[config.mk]
export PLATFORM = sky130hd
export DESIGN_NAME = tias_adder
export DESIGN_NICKNAME = d
export VERILOG_FILES = /design/src/shared/tias_pkg.sv /design/src/hw/tias_product.sv /design/src/hw/tias_adder.sv
export VERILOG_INCLUDE_DIRS = /design/src /design/src/shared
export SDC_FILE = /design/constraint.sdc
export NUM_CORES = 1
export LEC_CHECK = 0
export BUFFER_PORTS_ARGS = -buffer_cell sky130_fd_sc_hd__buf_2
export CAP_MARGIN = 25
export CORE_MARGIN = 3
export CORE_UTILIZATION = 60
export CTS_CLUSTER_DIAMETER = 100
export DETAILED_ROUTE_END_ITERATION = 8
export PLACE_DENSITY_LB_ADDON = 0.05
export SLEW_MARGIN = 5
export SYNTH_ARGS = -nofsm -noshare
export SYNTH_HDL_FRONTEND = slang
export SYNTH_HIERARCHICAL = 1
export SYNTH_SLANG_ARGS = --single-unit
export TNS_END_PERCENT = 1
[constraint.sdc]
create_clock -name clock -period 5.55 [get_ports clock]
set_input_delay 0.555 -clock clock [delete_from_list [all_inputs] [get_ports clock]]
set_output_delay 0.555 -clock clock [all_outputs]
set_load 0.01 [all_outputs]
[src/shared/tias_defs.svh]
`ifndef TIAS_DEFS_SVH
`define TIAS_DEFS_SVH

// datapath widths
`define TIAS_WORD_W      48
`define TIAS_OPND_W      18
`define TIAS_PROD_W      36
`define TIAS_SHIFT_BITS  17
`define TIAS_OPSEL_W     7
`define TIAS_PICK_W      2

// operation select field positions
`define TIAS_ZSEL_HI     6
`define TIAS_ZSEL_LO     4
`define TIAS_YSEL_HI     3
`define TIAS_YSEL_LO     2
`define TIAS_XSEL_HI     1
`define TIAS_XSEL_LO     0

// third selector codes
`define TIAS_Z_ZERO      3'h0
`define TIAS_Z_CASC      3'h1
`define TIAS_Z_RESULT    3'h2
`define TIAS_Z_CBUS      3'h3
`define TIAS_Z_CASC_SH   3'h5
`define TIAS_Z_RES_SH    3'h6

// second selector codes
`define TIAS_Y_ZERO      2'h0
`define TIAS_Y_PROD      2'h1
`define TIAS_Y_CBUS      2'h3

// first selector codes
`define TIAS_X_ZERO      2'h0
`define TIAS_X_PROD      2'h1
`define TIAS_X_RESULT    2'h2
`define TIAS_X_CONCAT    2'h3

// carry source codes
`define TIAS_CS_FABRIC   2'h0
`define TIAS_CS_MSB      2'h1
`define TIAS_CS_ROUND    2'h2
`define TIAS_CS_ROUND_D  2'h3

// register port
`define TIAS_ADDR_W      4
`define TIAS_DATA_W      32
`define TIAS_REG_CFG     4'h0
`define TIAS_REG_RES_LO  4'h4
`define TIAS_REG_RES_HI  4'h8
`define TIAS_REG_STATUS  4'hC
`define TIAS_CFG_CARRY_REG_BIT  0
`define TIAS_CFG_PROD_STAGE_BIT 1
`define TIAS_CFG_RESET   2'h0
`define TIAS_RESULT_RESET 48'h000000000000

`endif

[src/shared/tias_pkg.sv]
`default_nettype none
package tias_pkg;

`include "tias_defs.svh"

    typedef logic [`TIAS_WORD_W-1:0] tias_word_t;

    // control fields driven by fabric logic each cycle
    typedef struct packed {
        logic [`TIAS_OPSEL_W-1:0] opSel;
        logic                     subtract;
        logic [`TIAS_PICK_W-1:0]  carryPick;
        logic                     fabricCarry;
    } tias_ctrl_t;

    // data operands
    typedef struct packed {
        logic [`TIAS_OPND_W-1:0] a;
        logic [`TIAS_OPND_W-1:0] b;
        tias_word_t              cBus;
        tias_word_t              cascadeIn;
    } tias_oper_t;

    // software configuration
    typedef struct packed {
        logic productStage;
        logic fabricCarryReg;
    } tias_cfg_t;

    // register port request
    typedef struct packed {
        logic [`TIAS_ADDR_W-1:0] addr;
        logic [`TIAS_DATA_W-1:0] wrData;
        logic                    wrStb;
        logic                    rdStb;
    } tias_req_t;

endpackage
`default_nettype wire

[src/hw/tias_product.sv]
`timescale 1ns/1ps
`default_nettype none
`include "tias_defs.svh"
module tias_product (
    input  wire logic                               clock,
    input  wire logic                               clockEn,
    input  wire logic                               rst_n,
    input  wire logic                               stageEn,
    input  wire logic [`TIAS_OPND_W-1:0]            a,
    input  wire logic [`TIAS_OPND_W-1:0]            b,
    output logic      [`TIAS_PROD_W-1:0]            partOne,
    output logic      [`TIAS_PROD_W-1:0]            partTwo
);
    import tias_pkg::*;

    logic signed [27:0]          loProd;
    logic signed [26:0]          hiProd;
    logic [`TIAS_PROD_W-1:0]     partOneComb;
    logic [`TIAS_PROD_W-1:0]     partTwoComb;
    logic [`TIAS_PROD_W-1:0]     partOne_q;
    logic [`TIAS_PROD_W-1:0]     partTwo_q;

    // split b so the two partial products sum to the full signed product
    assign loProd      = $signed(a) * $signed({1'b0, b[8:0]});
    assign hiProd      = $signed(a) * $signed(b[17:9]);
    assign partOneComb = {{8{loProd[27]}}, loProd};
    assign partTwoComb = {hiProd, 9'h000};

    // optional product stage register, one cycle of latency
    always_ff @(posedge clock or negedge rst_n) begin
        if (!rst_n) begin
            partOne_q <= 36'h000000000;
            partTwo_q <= 36'h000000000;
        end else if (clockEn) begin
            partOne_q <= partOneComb;
            partTwo_q <= partTwoComb;
        end
    end

    // stage bypass is picked by configuration
    assign partOne = stageEn ? partOne_q : partOneComb;
    assign partTwo = stageEn ? partTwo_q : partTwoComb;

endmodule
`default_nettype wire

[src/hw/tias_adder.sv]
//////////////////////////////////////////////////////////////////////////////
// Summary of operation
// [RQ1] result is z plus or minus (x+y+carry)
// [RQ2] subtract high subtracts, low adds
// [RQ3] seven-bit select: z 6:4, y 3:2, x 1:0
// [RQ4] z picks zero, cascade, result, c, shifted
// [RQ5] x zero/result/concat, y zero/c bus
// [RQ6] x and y 01 feed both partial products
// [RQ7] caller avoids reserved selector codes
// [RQ8] shifted inputs are arithmetic right 17
// [RQ9] 48-bit words, 36-bit operands sign-extended
// [RQ10] carry chosen from four sources
// [RQ11] code 00 fabric carry, optionally registered
// [RQ12] code 01 inverted msb of result/cascade
// [RQ13] code 10 rounding bit from operands
// [RQ14] code 11 registered copy of code 10
// [RQ15] caller keeps select fields consistent
// [RQ16] carry enters at lsb of x+y
// [RQ17] 48-bit two's complement, overflow dropped
//////////////////////////////////////////////////////////////////////////////
`timescale 1ns/1ps
`default_nettype none
`include "tias_defs.svh"
module tias_adder (
    input  wire logic                               clock,
    input  wire logic                               arst_n,
    input  wire logic                               clockEn,
    input  wire tias_pkg::tias_ctrl_t               ctrl,
    input  wire tias_pkg::tias_oper_t               oper,
    input  wire tias_pkg::tias_req_t                req,
    output logic      [`TIAS_DATA_W-1:0]            rdData,
    output tias_pkg::tias_word_t                    result,
    output tias_pkg::tias_word_t                    cascadeOut,
    output logic                                    reservedSeen
);
    import tias_pkg::*;

    //////////////////////////////////////////////////////////////////////////
    // declarations

    logic                        rstMeta_q;
    logic                        rstSync_q;
    tias_cfg_t                   cfg_q;
    tias_word_t                  result_q;
    tias_word_t                  cascadeOut_q;
    logic [`TIAS_DATA_W-1:0]     rdData_q;
    logic                        fabricCarry_q;
    logic                        roundDelay_q;
    logic                        lastCarry_q;
    logic                        reserved_q;

    logic [2:0]                  zSel;
    logic [1:0]                  ySel;
    logic [1:0]                  xSel;
    logic                        prodPicked;
    logic                        concatPicked;
    logic                        zReserved;
    logic                        yReserved;

    logic [`TIAS_PROD_W-1:0]     partOne;
    logic [`TIAS_PROD_W-1:0]     partTwo;
    tias_word_t                  zOut;
    tias_word_t                  yOut;
    tias_word_t                  xOut;
    tias_word_t                  shiftCasc;
    tias_word_t                  shiftRes;
    tias_word_t                  xySum;
    tias_word_t                  sumNext;

    logic                        fabricSrc;
    logic                        msbSrc;
    logic                        roundSrc;
    logic                        adderCarry;

    //////////////////////////////////////////////////////////////////////////
    // helpers

    // widen a 36-bit signed value to the word width
    function automatic tias_word_t sext36(input logic [`TIAS_PROD_W-1:0] v);
        sext36 = {{(`TIAS_WORD_W-`TIAS_PROD_W){v[`TIAS_PROD_W-1]}}, v};
    endfunction

    // arithmetic right shift by the cascade alignment distance
    function automatic tias_word_t ashr17(input tias_word_t v);
        ashr17 = {{`TIAS_SHIFT_BITS{v[`TIAS_WORD_W-1]}},
                  v[`TIAS_WORD_W-1:`TIAS_SHIFT_BITS]};
    endfunction

    //////////////////////////////////////////////////////////////////////////
    // reset release: asserted at once, removed after two edges

    always_ff @(posedge clock or negedge arst_n) begin
        if (!arst_n) begin
            rstMeta_q <= 1'b0;
            rstSync_q <= 1'b0;
        end else if (clockEn) begin
            rstMeta_q <= 1'b1;
            rstSync_q <= rstMeta_q;
        end
    end

    //////////////////////////////////////////////////////////////////////////
    // select field decode

    // [RQ3] field split
    assign zSel = ctrl.opSel[`TIAS_ZSEL_HI:`TIAS_ZSEL_LO];
    assign ySel = ctrl.opSel[`TIAS_YSEL_HI:`TIAS_YSEL_LO];
    assign xSel = ctrl.opSel[`TIAS_XSEL_HI:`TIAS_XSEL_LO];

    // [RQ6] product pairing
    assign prodPicked   = (xSel == `TIAS_X_PROD) && (ySel == `TIAS_Y_PROD);
    assign concatPicked = (xSel == `TIAS_X_CONCAT);

    // [RQ7] flag reserved codes; they read as zero, never trust them
    assign zReserved = (zSel == 3'h4) || (zSel == 3'h7);
    assign yReserved = (ySel == 2'h2) || ((ySel == `TIAS_Y_PROD) != (xSel == `TIAS_X_PROD));

    //////////////////////////////////////////////////////////////////////////
    // multiplier partial products, staging picked by configuration

    tias_product u_product (
        .clock   (clock),
        .clockEn (clockEn),
        .rst_n   (rstSync_q),
        .stageEn (cfg_q.productStage),
        .a       (oper.a),
        .b       (oper.b),
        .partOne (partOne),
        .partTwo (partTwo)
    );

    //////////////////////////////////////////////////////////////////////////
    // operand selectors

    // [RQ8] shift by 17
    assign shiftCasc = ashr17(oper.cascadeIn);
    assign shiftRes  = ashr17(result_q);

    // [RQ4] third selector
    always_comb begin
        case (zSel)
            `TIAS_Z_ZERO:    zOut = '0;
            `TIAS_Z_CASC:    zOut = oper.cascadeIn;
            `TIAS_Z_RESULT:  zOut = result_q;
            `TIAS_Z_CBUS:    zOut = oper.cBus;
            `TIAS_Z_CASC_SH: zOut = shiftCasc;
            `TIAS_Z_RES_SH:  zOut = shiftRes;
            default:         zOut = '0;
        endcase
    end

    // [RQ5] second selector
    // [RQ9] products widened
    always_comb begin
        case (ySel)
            `TIAS_Y_ZERO: yOut = '0;
            `TIAS_Y_PROD: yOut = prodPicked ? sext36(partTwo) : '0;
            `TIAS_Y_CBUS: yOut = oper.cBus;
            default:      yOut = '0;
        endcase
    end

    // [RQ5] first selector
    // [RQ9] concat widened
    always_comb begin
        case (xSel)
            `TIAS_X_ZERO:   xOut = '0;
            `TIAS_X_PROD:   xOut = prodPicked ? sext36(partOne) : '0;
            `TIAS_X_RESULT: xOut = result_q;
            `TIAS_X_CONCAT: xOut = sext36({oper.a, oper.b});
            default:        xOut = '0;
        endcase
    end

    //////////////////////////////////////////////////////////////////////////
    // carry source logic

    // [RQ11] fabric carry path
    assign fabricSrc = cfg_q.fabricCarryReg ? fabricCarry_q : ctrl.fabricCarry;

    // [RQ12] msb by op bit 4
    // bit 6 only adds the shift; the msb is the same shifted or not
    assign msbSrc = ctrl.opSel[4] ? ~oper.cascadeIn[`TIAS_WORD_W-1]
                                  : ~result_q[`TIAS_WORD_W-1];

    // [RQ13] rounding bit
    always_comb begin
        if (prodPicked)
            roundSrc = ~(oper.a[`TIAS_OPND_W-1] ^ oper.b[`TIAS_OPND_W-1]);
        else if (concatPicked)
            roundSrc = ~oper.a[`TIAS_OPND_W-1];
        else
            roundSrc = 1'b0;
    end

    // [RQ10] four-way carry pick
    always_comb begin
        case (ctrl.carryPick)
            `TIAS_CS_FABRIC:  adderCarry = fabricSrc;
            `TIAS_CS_MSB:     adderCarry = msbSrc;
            `TIAS_CS_ROUND:   adderCarry = roundSrc;
            `TIAS_CS_ROUND_D: adderCarry = roundDelay_q;
            default:          adderCarry = 1'b0;
        endcase
    end

    // [RQ11] carry input register
    // [RQ14] delayed rounding bit
    always_ff @(posedge clock or negedge rstSync_q) begin
        if (!rstSync_q) begin
            fabricCarry_q <= 1'b0;
            roundDelay_q  <= 1'b0;
        end else if (clockEn) begin
            fabricCarry_q <= ctrl.fabricCarry;
            roundDelay_q  <= roundSrc;
        end
    end

    //////////////////////////////////////////////////////////////////////////
    // adder/subtracter

    // [RQ16] carry at lsb
    assign xySum = xOut + yOut + {{(`TIAS_WORD_W-1){1'b0}}, adderCarry};

    // [RQ1] combine with z
    // [RQ2] subtract control
    // [RQ17] wrap at 48 bits
    assign sumNext = ctrl.subtract ? (zOut - xySum) : (zOut + xySum);

    // result register feeds accumulate paths; a twin register loaded with the same sum drives the cascade output
    always_ff @(posedge clock or negedge rstSync_q) begin
        if (!rstSync_q) begin
            result_q     <= `TIAS_RESULT_RESET;
            cascadeOut_q <= `TIAS_RESULT_RESET;
            lastCarry_q  <= 1'b0;
            reserved_q   <= 1'b0;
        end else if (clockEn) begin
            result_q     <= sumNext;
            cascadeOut_q <= sumNext;
            lastCarry_q  <= adderCarry;
            reserved_q   <= zReserved || yReserved;
        end
    end

    //////////////////////////////////////////////////////////////////////////
    // register port

    // configuration write; other offsets ignore writes
    always_ff @(posedge clock or negedge rstSync_q) begin
        if (!rstSync_q) begin
            cfg_q <= `TIAS_CFG_RESET;
        end else if (clockEn && req.wrStb && req.addr == `TIAS_REG_CFG) begin
            cfg_q.fabricCarryReg <= req.wrData[`TIAS_CFG_CARRY_REG_BIT];
            cfg_q.productStage   <= req.wrData[`TIAS_CFG_PROD_STAGE_BIT];
        end
    end

    // read data stands for one cycle after the strobe, zero otherwise
    always_ff @(posedge clock or negedge rstSync_q) begin
        if (!rstSync_q) begin
            rdData_q <= '0;
        end else if (clockEn) begin
            if (req.rdStb) begin
                case (req.addr)
                    `TIAS_REG_CFG:    rdData_q <= {30'h0, cfg_q};
                    `TIAS_REG_RES_LO: rdData_q <= result_q[31:0];
                    `TIAS_REG_RES_HI: rdData_q <= {16'h0000, result_q[47:32]};
                    `TIAS_REG_STATUS: rdData_q <= {30'h0, reserved_q,
                                                   lastCarry_q};
                    default:          rdData_q <= '0;
                endcase
            end else begin
                rdData_q <= '0;
            end
        end
    end

    //////////////////////////////////////////////////////////////////////////
    // outputs, all straight from flops

    assign rdData       = rdData_q;
    assign result       = result_q;
    assign cascadeOut   = cascadeOut_q;
    assign reservedSeen = reserved_q;

endmodule
`default_nettype wire

==> flow_metrics.env, run 1 <==
export IMPL_postSynthAreaPerCell_um2=8.33
export IMPL_synth_seq_cells=143
export IMPL_place_congestion=1.01
export IMPL_die_h_um=221
export IMPL_yosysTopAreaCell="fa_1"
export IMPL_placed_area_mm2=0.0354
export IMPL_rows=78
export IMPL_grt_max_degree=63
export IMPL_seq_area_frac_synth_pct=12.9
export IMPL_dieWidth_um=221
export IMPL_clockBufferDepth=2
export IMPL_numCtsBuffers=17
export IMPL_dp_hpwl_mm=94.5
export IMPL_start_util_pct=60.9
export IMPL_cts_num_sinks=143
export IMPL_ys_types=98
export IMPL_worstEpCategory="sequential cell input"
export IMPL_synth_area_top_cells="fa_1 (20%), dfrtp_1 (13%), ha_1 (9.5%), nand2_1 (5.4%), inv_1 (4.5%)"
export IMPL_synth_warnings=6
export IMPL_synth_edf_count=0
export IMPL_io_pins=313
export IMPL_synth_flop_cell="dfrtp_1"
export IMPL_antenna_found_initial=24
export IMPL_status="stopped before the end"
export IMPL_stop_error="[ERROR GRT-0232] Routing congestion too high. Check the congestion heatmap in the GUI."
export IMPL_cts_htree_levels=4
export IMPL_synthesis_instances=3336
export IMPL_failed_stage="global routing (5_1_grt)"
export IMPL_postGrtWorstEndpoint="cascadeOut[47]$_DFFE_PN0P_/D"
export IMPL_root_buffer="clkbuf_16"
export IMPL_gr_total_overflow=59
export IMPL_syn_area_mm2=0.0278
export IMPL_yosys_area_top_type_share_pct=19.6
export IMPL_track_usage_pct=72.2
export IMPL_portBuffers=282
export IMPL_async_reset_ff_share_pct=100
## kinds of logic after synthesis
group / after synthesis / synth area share, %
simple gates: 968 / 17.2
compound gates: 859 / 21.1
buf+inv: 563 / 8.55
fa+ha+maj: 484 / 29.2
xor+xnor: 169 / 5.33
mux: 149 / 5.73
flops: 143 / 12.9
other cells: 1 / 0.0135
## layer usage
layer	global-route usage, %	overflow
met1	75.4	2
met2	88.7	36
met3	55.1	3
met4	64.5	18
met5	38.0	0
## synth_stat cells, types with 23 or more instances
library cell,count
nand2_1,403
nor2_1,131
a22oi_1,35
nand3_1,37
a22o_1,86
dfrtp_1,143
o21a_1,33
ha_1,212
nor3_1,37
nand2b_1,33
nor2b_1,36
and2_1,180
xnor2_1,120
a31oi_1,23
clkbuf_1,141
fa_1,272
a221o_1,29
mux2_2,79
inv_1,331
mux2i_1,69
xor2_1,49
a21oi_1,163
buf_4,66
o21ai_0,225
a21o_1,70
## through the flow
step	TNS [ns]	setup slack [ns]	util, %	hold WS, ns	cells
after CTS	-142.50	-4.54	80.4	0.310	4847
after detailed placement	-184.84	-5.57	77.6	0.329	4800
after global placement	-170.12	-5.09	77.5	0.340	4799
after floorplan	-130.33	-4.30	-	0.259	3344
## what timing repair did
action                                  4_1_cts
resized for setup                           140
hold buffers                                  1
buffers inserted                             13
hold endpoints to repair                      2
endpoints found under the setup margin       45
pin swaps                                    58
cloned                                        1
==> run 2: changes to the inputs <==
CORE_UTILIZATION = 40   (was 60)
CTS_CLUSTER_DIAMETER = not set   (was 100)
PLACE_DENSITY_LB_ADDON = 0.15   (was 0.05)
==> run 2 against run 1 <==
Net effect: the flow now finishes, with violations (setup timing); synthesized area unchanged; synthesized cell count unchanged.
==> flow_metrics.env, run 2 <==
export IMPL_status="complete, but fails checks"
export IMPL_violations="setup timing"
export IMPL_setup_violations=43
export IMPL_start_util_pct=40.9
export IMPL_fin_util_pct=55.6
export IMPL_synth_seq_cells=143
export IMPL_postSynthAreaPerCell_um2=8.33
export IMPL_vias=27757
export IMPL_critPathSlowestCell="fa_1"
export IMPL_async_reset_ff_share_pct=100
export IMPL_synth_area_mux_share_pct=5.73
export IMPL_insertion_delay_ns=0.50
export IMPL_place_congestion=0.969
export IMPL_cp_max_fo=8
export IMPL_fin_area_mm2=0.0378
export IMPL_relSlewSlack_pct=29.6
export IMPL_drive_gt1_share_pct=35.4
export IMPL_tightest_slew_ns=1.06
export IMPL_cp_common_cell="a21o_1"
export IMPL_synth_area_top_cells="fa_1 (20%), dfrtp_1 (13%), ha_1 (9.5%), nand2_1 (5.4%), inv_1 (4.5%)"
export IMPL_r2r_setup_slack_ns=-1.62
export IMPL_synth_common_cells="nand2_1 (403), inv_1 (331), fa_1 (272)"
export IMPL_synth_simple_area_share_pct=17.2
export IMPL_detail_route_vias_per_cell=5.33
export IMPL_fin_cells=5205
export IMPL_drc_errors=0
export IMPL_first_pass_iters=5
export IMPL_seq_area_frac_synth_pct=12.9
export IMPL_die_h_um=270
export IMPL_place_inst=5133
export IMPL_synth_top_family_by_area="adder cells"
export IMPL_numCtsBuffers=17
export IMPL_finalWorstSetupSlack_ns=-4.31
export IMPL_rr_endpoint="cascadeOut[47]"
export IMPL_powerDensity_mw_per_mm2=535
export IMPL_slowest_delay_ns=0.50
export IMPL_final_common_cell="buf_4"
export IMPL_tritoncts="yes"
export IMPL_dieWidth_um=270
export IMPL_cts_num_sinks=143
export IMPL_ys_types=98
export IMPL_critPathArrivalTime_ns=10.23
export IMPL_hold_violations=0
export IMPL_cts_htree_levels=4
export IMPL_crit_path_start_kind="primary input"
export IMPL_wl_per_cell_um=20.5
export IMPL_pre_cts_ws_ns=-5.32
export IMPL_synth_compound_area_share_pct=21.1
export IMPL_final_cell_mix="buf_4 (844), nand2_1 (393), inv_1 (328), fa_1 (268), buf_2 (264)"
export IMPL_clockBufferDepth=2
export IMPL_grt_pass1_vias=27915
export IMPL_ir_drop_v=0.000318
export IMPL_dp_hpwl_mm=89.5
export IMPL_synthAdderAreaFrac_pct=29.2
export IMPL_track_usage_pct=29.2
export IMPL_drtIter0Drc=1566
export IMPL_io_pins=313
export IMPL_clockPowerShare_pct=6.3
export IMPL_synth_warnings=6
export IMPL_gr_total_overflow=0
export IMPL_yosysTopAreaCell="fa_1"
export IMPL_synth_edf_count=0
export IMPL_largest_reg_flops=48
export IMPL_endpoint_kind="register"
export IMPL_areaGrowthSynthToFinish_pct=36.1
export IMPL_grt_setup_unrepaired="yes"
export IMPL_placeableCoreArea_mm2=0.0680
export IMPL_yosysMostFrequentCell="nand2_1"
export IMPL_ant_nets=0
export IMPL_grt_pass1_wl_mm=165
export IMPL_p_sw_share_pct=47.4
export IMPL_skew_ns=0.0156
export IMPL_placed_area_mm2=0.0358
export IMPL_min_path_type="reg2async"
export IMPL_syn_area_mm2=0.0278
export IMPL_p_switching_uw=9590
export IMPL_p_int_uw=10600
export IMPL_finalCritPeriodShare_pct=178
export IMPL_drv_slew=0
export IMPL_synth_xor_area_share_pct=5.33
export IMPL_antenna_found_initial=4
export IMPL_cts_reportedPaths_clkPinSlew_ns=0.08
export IMPL_timing_rr_start="cfg_q[1]"
export IMPL_grt_max_degree=75
export IMPL_max_clock_freq_ghz=0.101
export IMPL_crit_end="cascadeOut[47]"
export IMPL_synth_flop_cell="dfrtp_1"
export IMPL_portBuffers=282
export IMPL_layout_nets=4938
export IMPL_p_leak_uw=0.0188
export IMPL_rows=95
export IMPL_routed_wirelength_mm=107
export IMPL_drv_cap=0
export IMPL_cp_required_ns=5.91
export IMPL_critPathLaunch="oper[98]"
export IMPL_fp_dieArea_mm2=0.0726
export IMPL_holdWs_ns=0.291
export IMPL_combPwrFrac_pct=84.2
export IMPL_r2r_cells=34
export IMPL_crit_type="in2reg"
export IMPL_yosys_area_top_type_share_pct=19.6
export IMPL_root_buffer="clkbuf_16"
export IMPL_synthesis_instances=3336
export IMPL_min_period_ns=9.86
export IMPL_seqPwrFrac_pct=9.5
run 2: cell counts after synthesis:
Identical to the previous run, type by type.
run 2: repair_timing:
item | in CTS | in global routing
hold buffers | 1 | 0
gates cloned | 0 | 1
pin swaps | 96 | 76
setup endpoints to repair | 44 | 45
resized for setup | 174 | 86
endpoints found under the hold margin | 2 | 0
buffers inserted | 31 | 6
run 2: area by class of cell:
| type | instances | area (um2) |
|---|---|---|
| antenna | 1 | 2.50 |
| clock inverter | 14 | 174 |
| tap | 921 | 1150 |
| sequential | 143 | 3580 |
| inverter | 332 | 1250 |
| timing repair buffer | 1138 | 8090 |
| clock buffer | 18 | 429 |
| fill | 6511 | 30200 |
| multi-input combinational | 2638 | 23100 |
run 2: per-stage QoR:
step	power (uW)	TNS (ns)
final	20200	-139.08
after CTS	19800	-136.50
after detailed placement	17800	-181.09
after global routing	22100	-157.26
after floorplan	11800	-130.33
after global placement	17700	-177.68
run 2: critical path, delay by kind of cell:
family / cells / cell delay (ns)
compound gates: 19 / 3.31
xor+xnor: 2 / 0.32
simple gates: 12 / 1.74
buf+inv: 9 / 1.01
fa+ha+maj: 8 / 3.29
run 2: how the worst min path moves through the flow:
stage | startpoint | to | slack (ns) | depth (start not counted)
2_1_floorplan | arst_n | rstMeta_q | 0.26 | 0
3_3_place_gp | rstSync_q | rdData[0] | 0.30 | 0
3_5_place_dp | rstSync_q | rdData[0] | 0.30 | 0
4_1_cts | req[2] | cfg_q[0] | 0.27 | 2
5_1_grt | req[2] | cfg_q[0] | 0.29 | 2
6_report | rstSync_q | rdData[0] | 0.29 | 0
run 2: power by group through the flow:
stage | combinational (uW) | sequential (uW) | clock [uW]
6_report | 17000 | 1920 | 1270
3_3_place_gp | 15800 | 1900 | 0
2_1_floorplan | 9850 | 1910 | 0
3_5_place_dp | 15900 | 1910 | 0
4_1_cts | 16600 | 1890 | 1300
5_1_grt | 18800 | 1940 | 1340
run 2: layer usage:
layer / vias to the layer above / global-route usage, % / wire length (um)
met5: - / 0 / 7
met4: 2 / 10.5 / 3880
met3: 170 / 3.33 / 5290
met2: 803 / 49.4 / 50700
met1: 13516 / 38.5 / 47100
li1: 13266 / - / -
run 2: logic make-up (layout without fill, tap and decap cells):
kind of cell / count (synthesis) / after routing
buf+inv: 563 / 1502
other cells: 1 / 10
flops: 143 / 143
xor+xnor: 169 / 169
simple gates: 968 / 968
compound gates: 859 / 859
mux: 149 / 149
fa+ha+maj: 484 / 484
(Power assumes the default switching activity.)
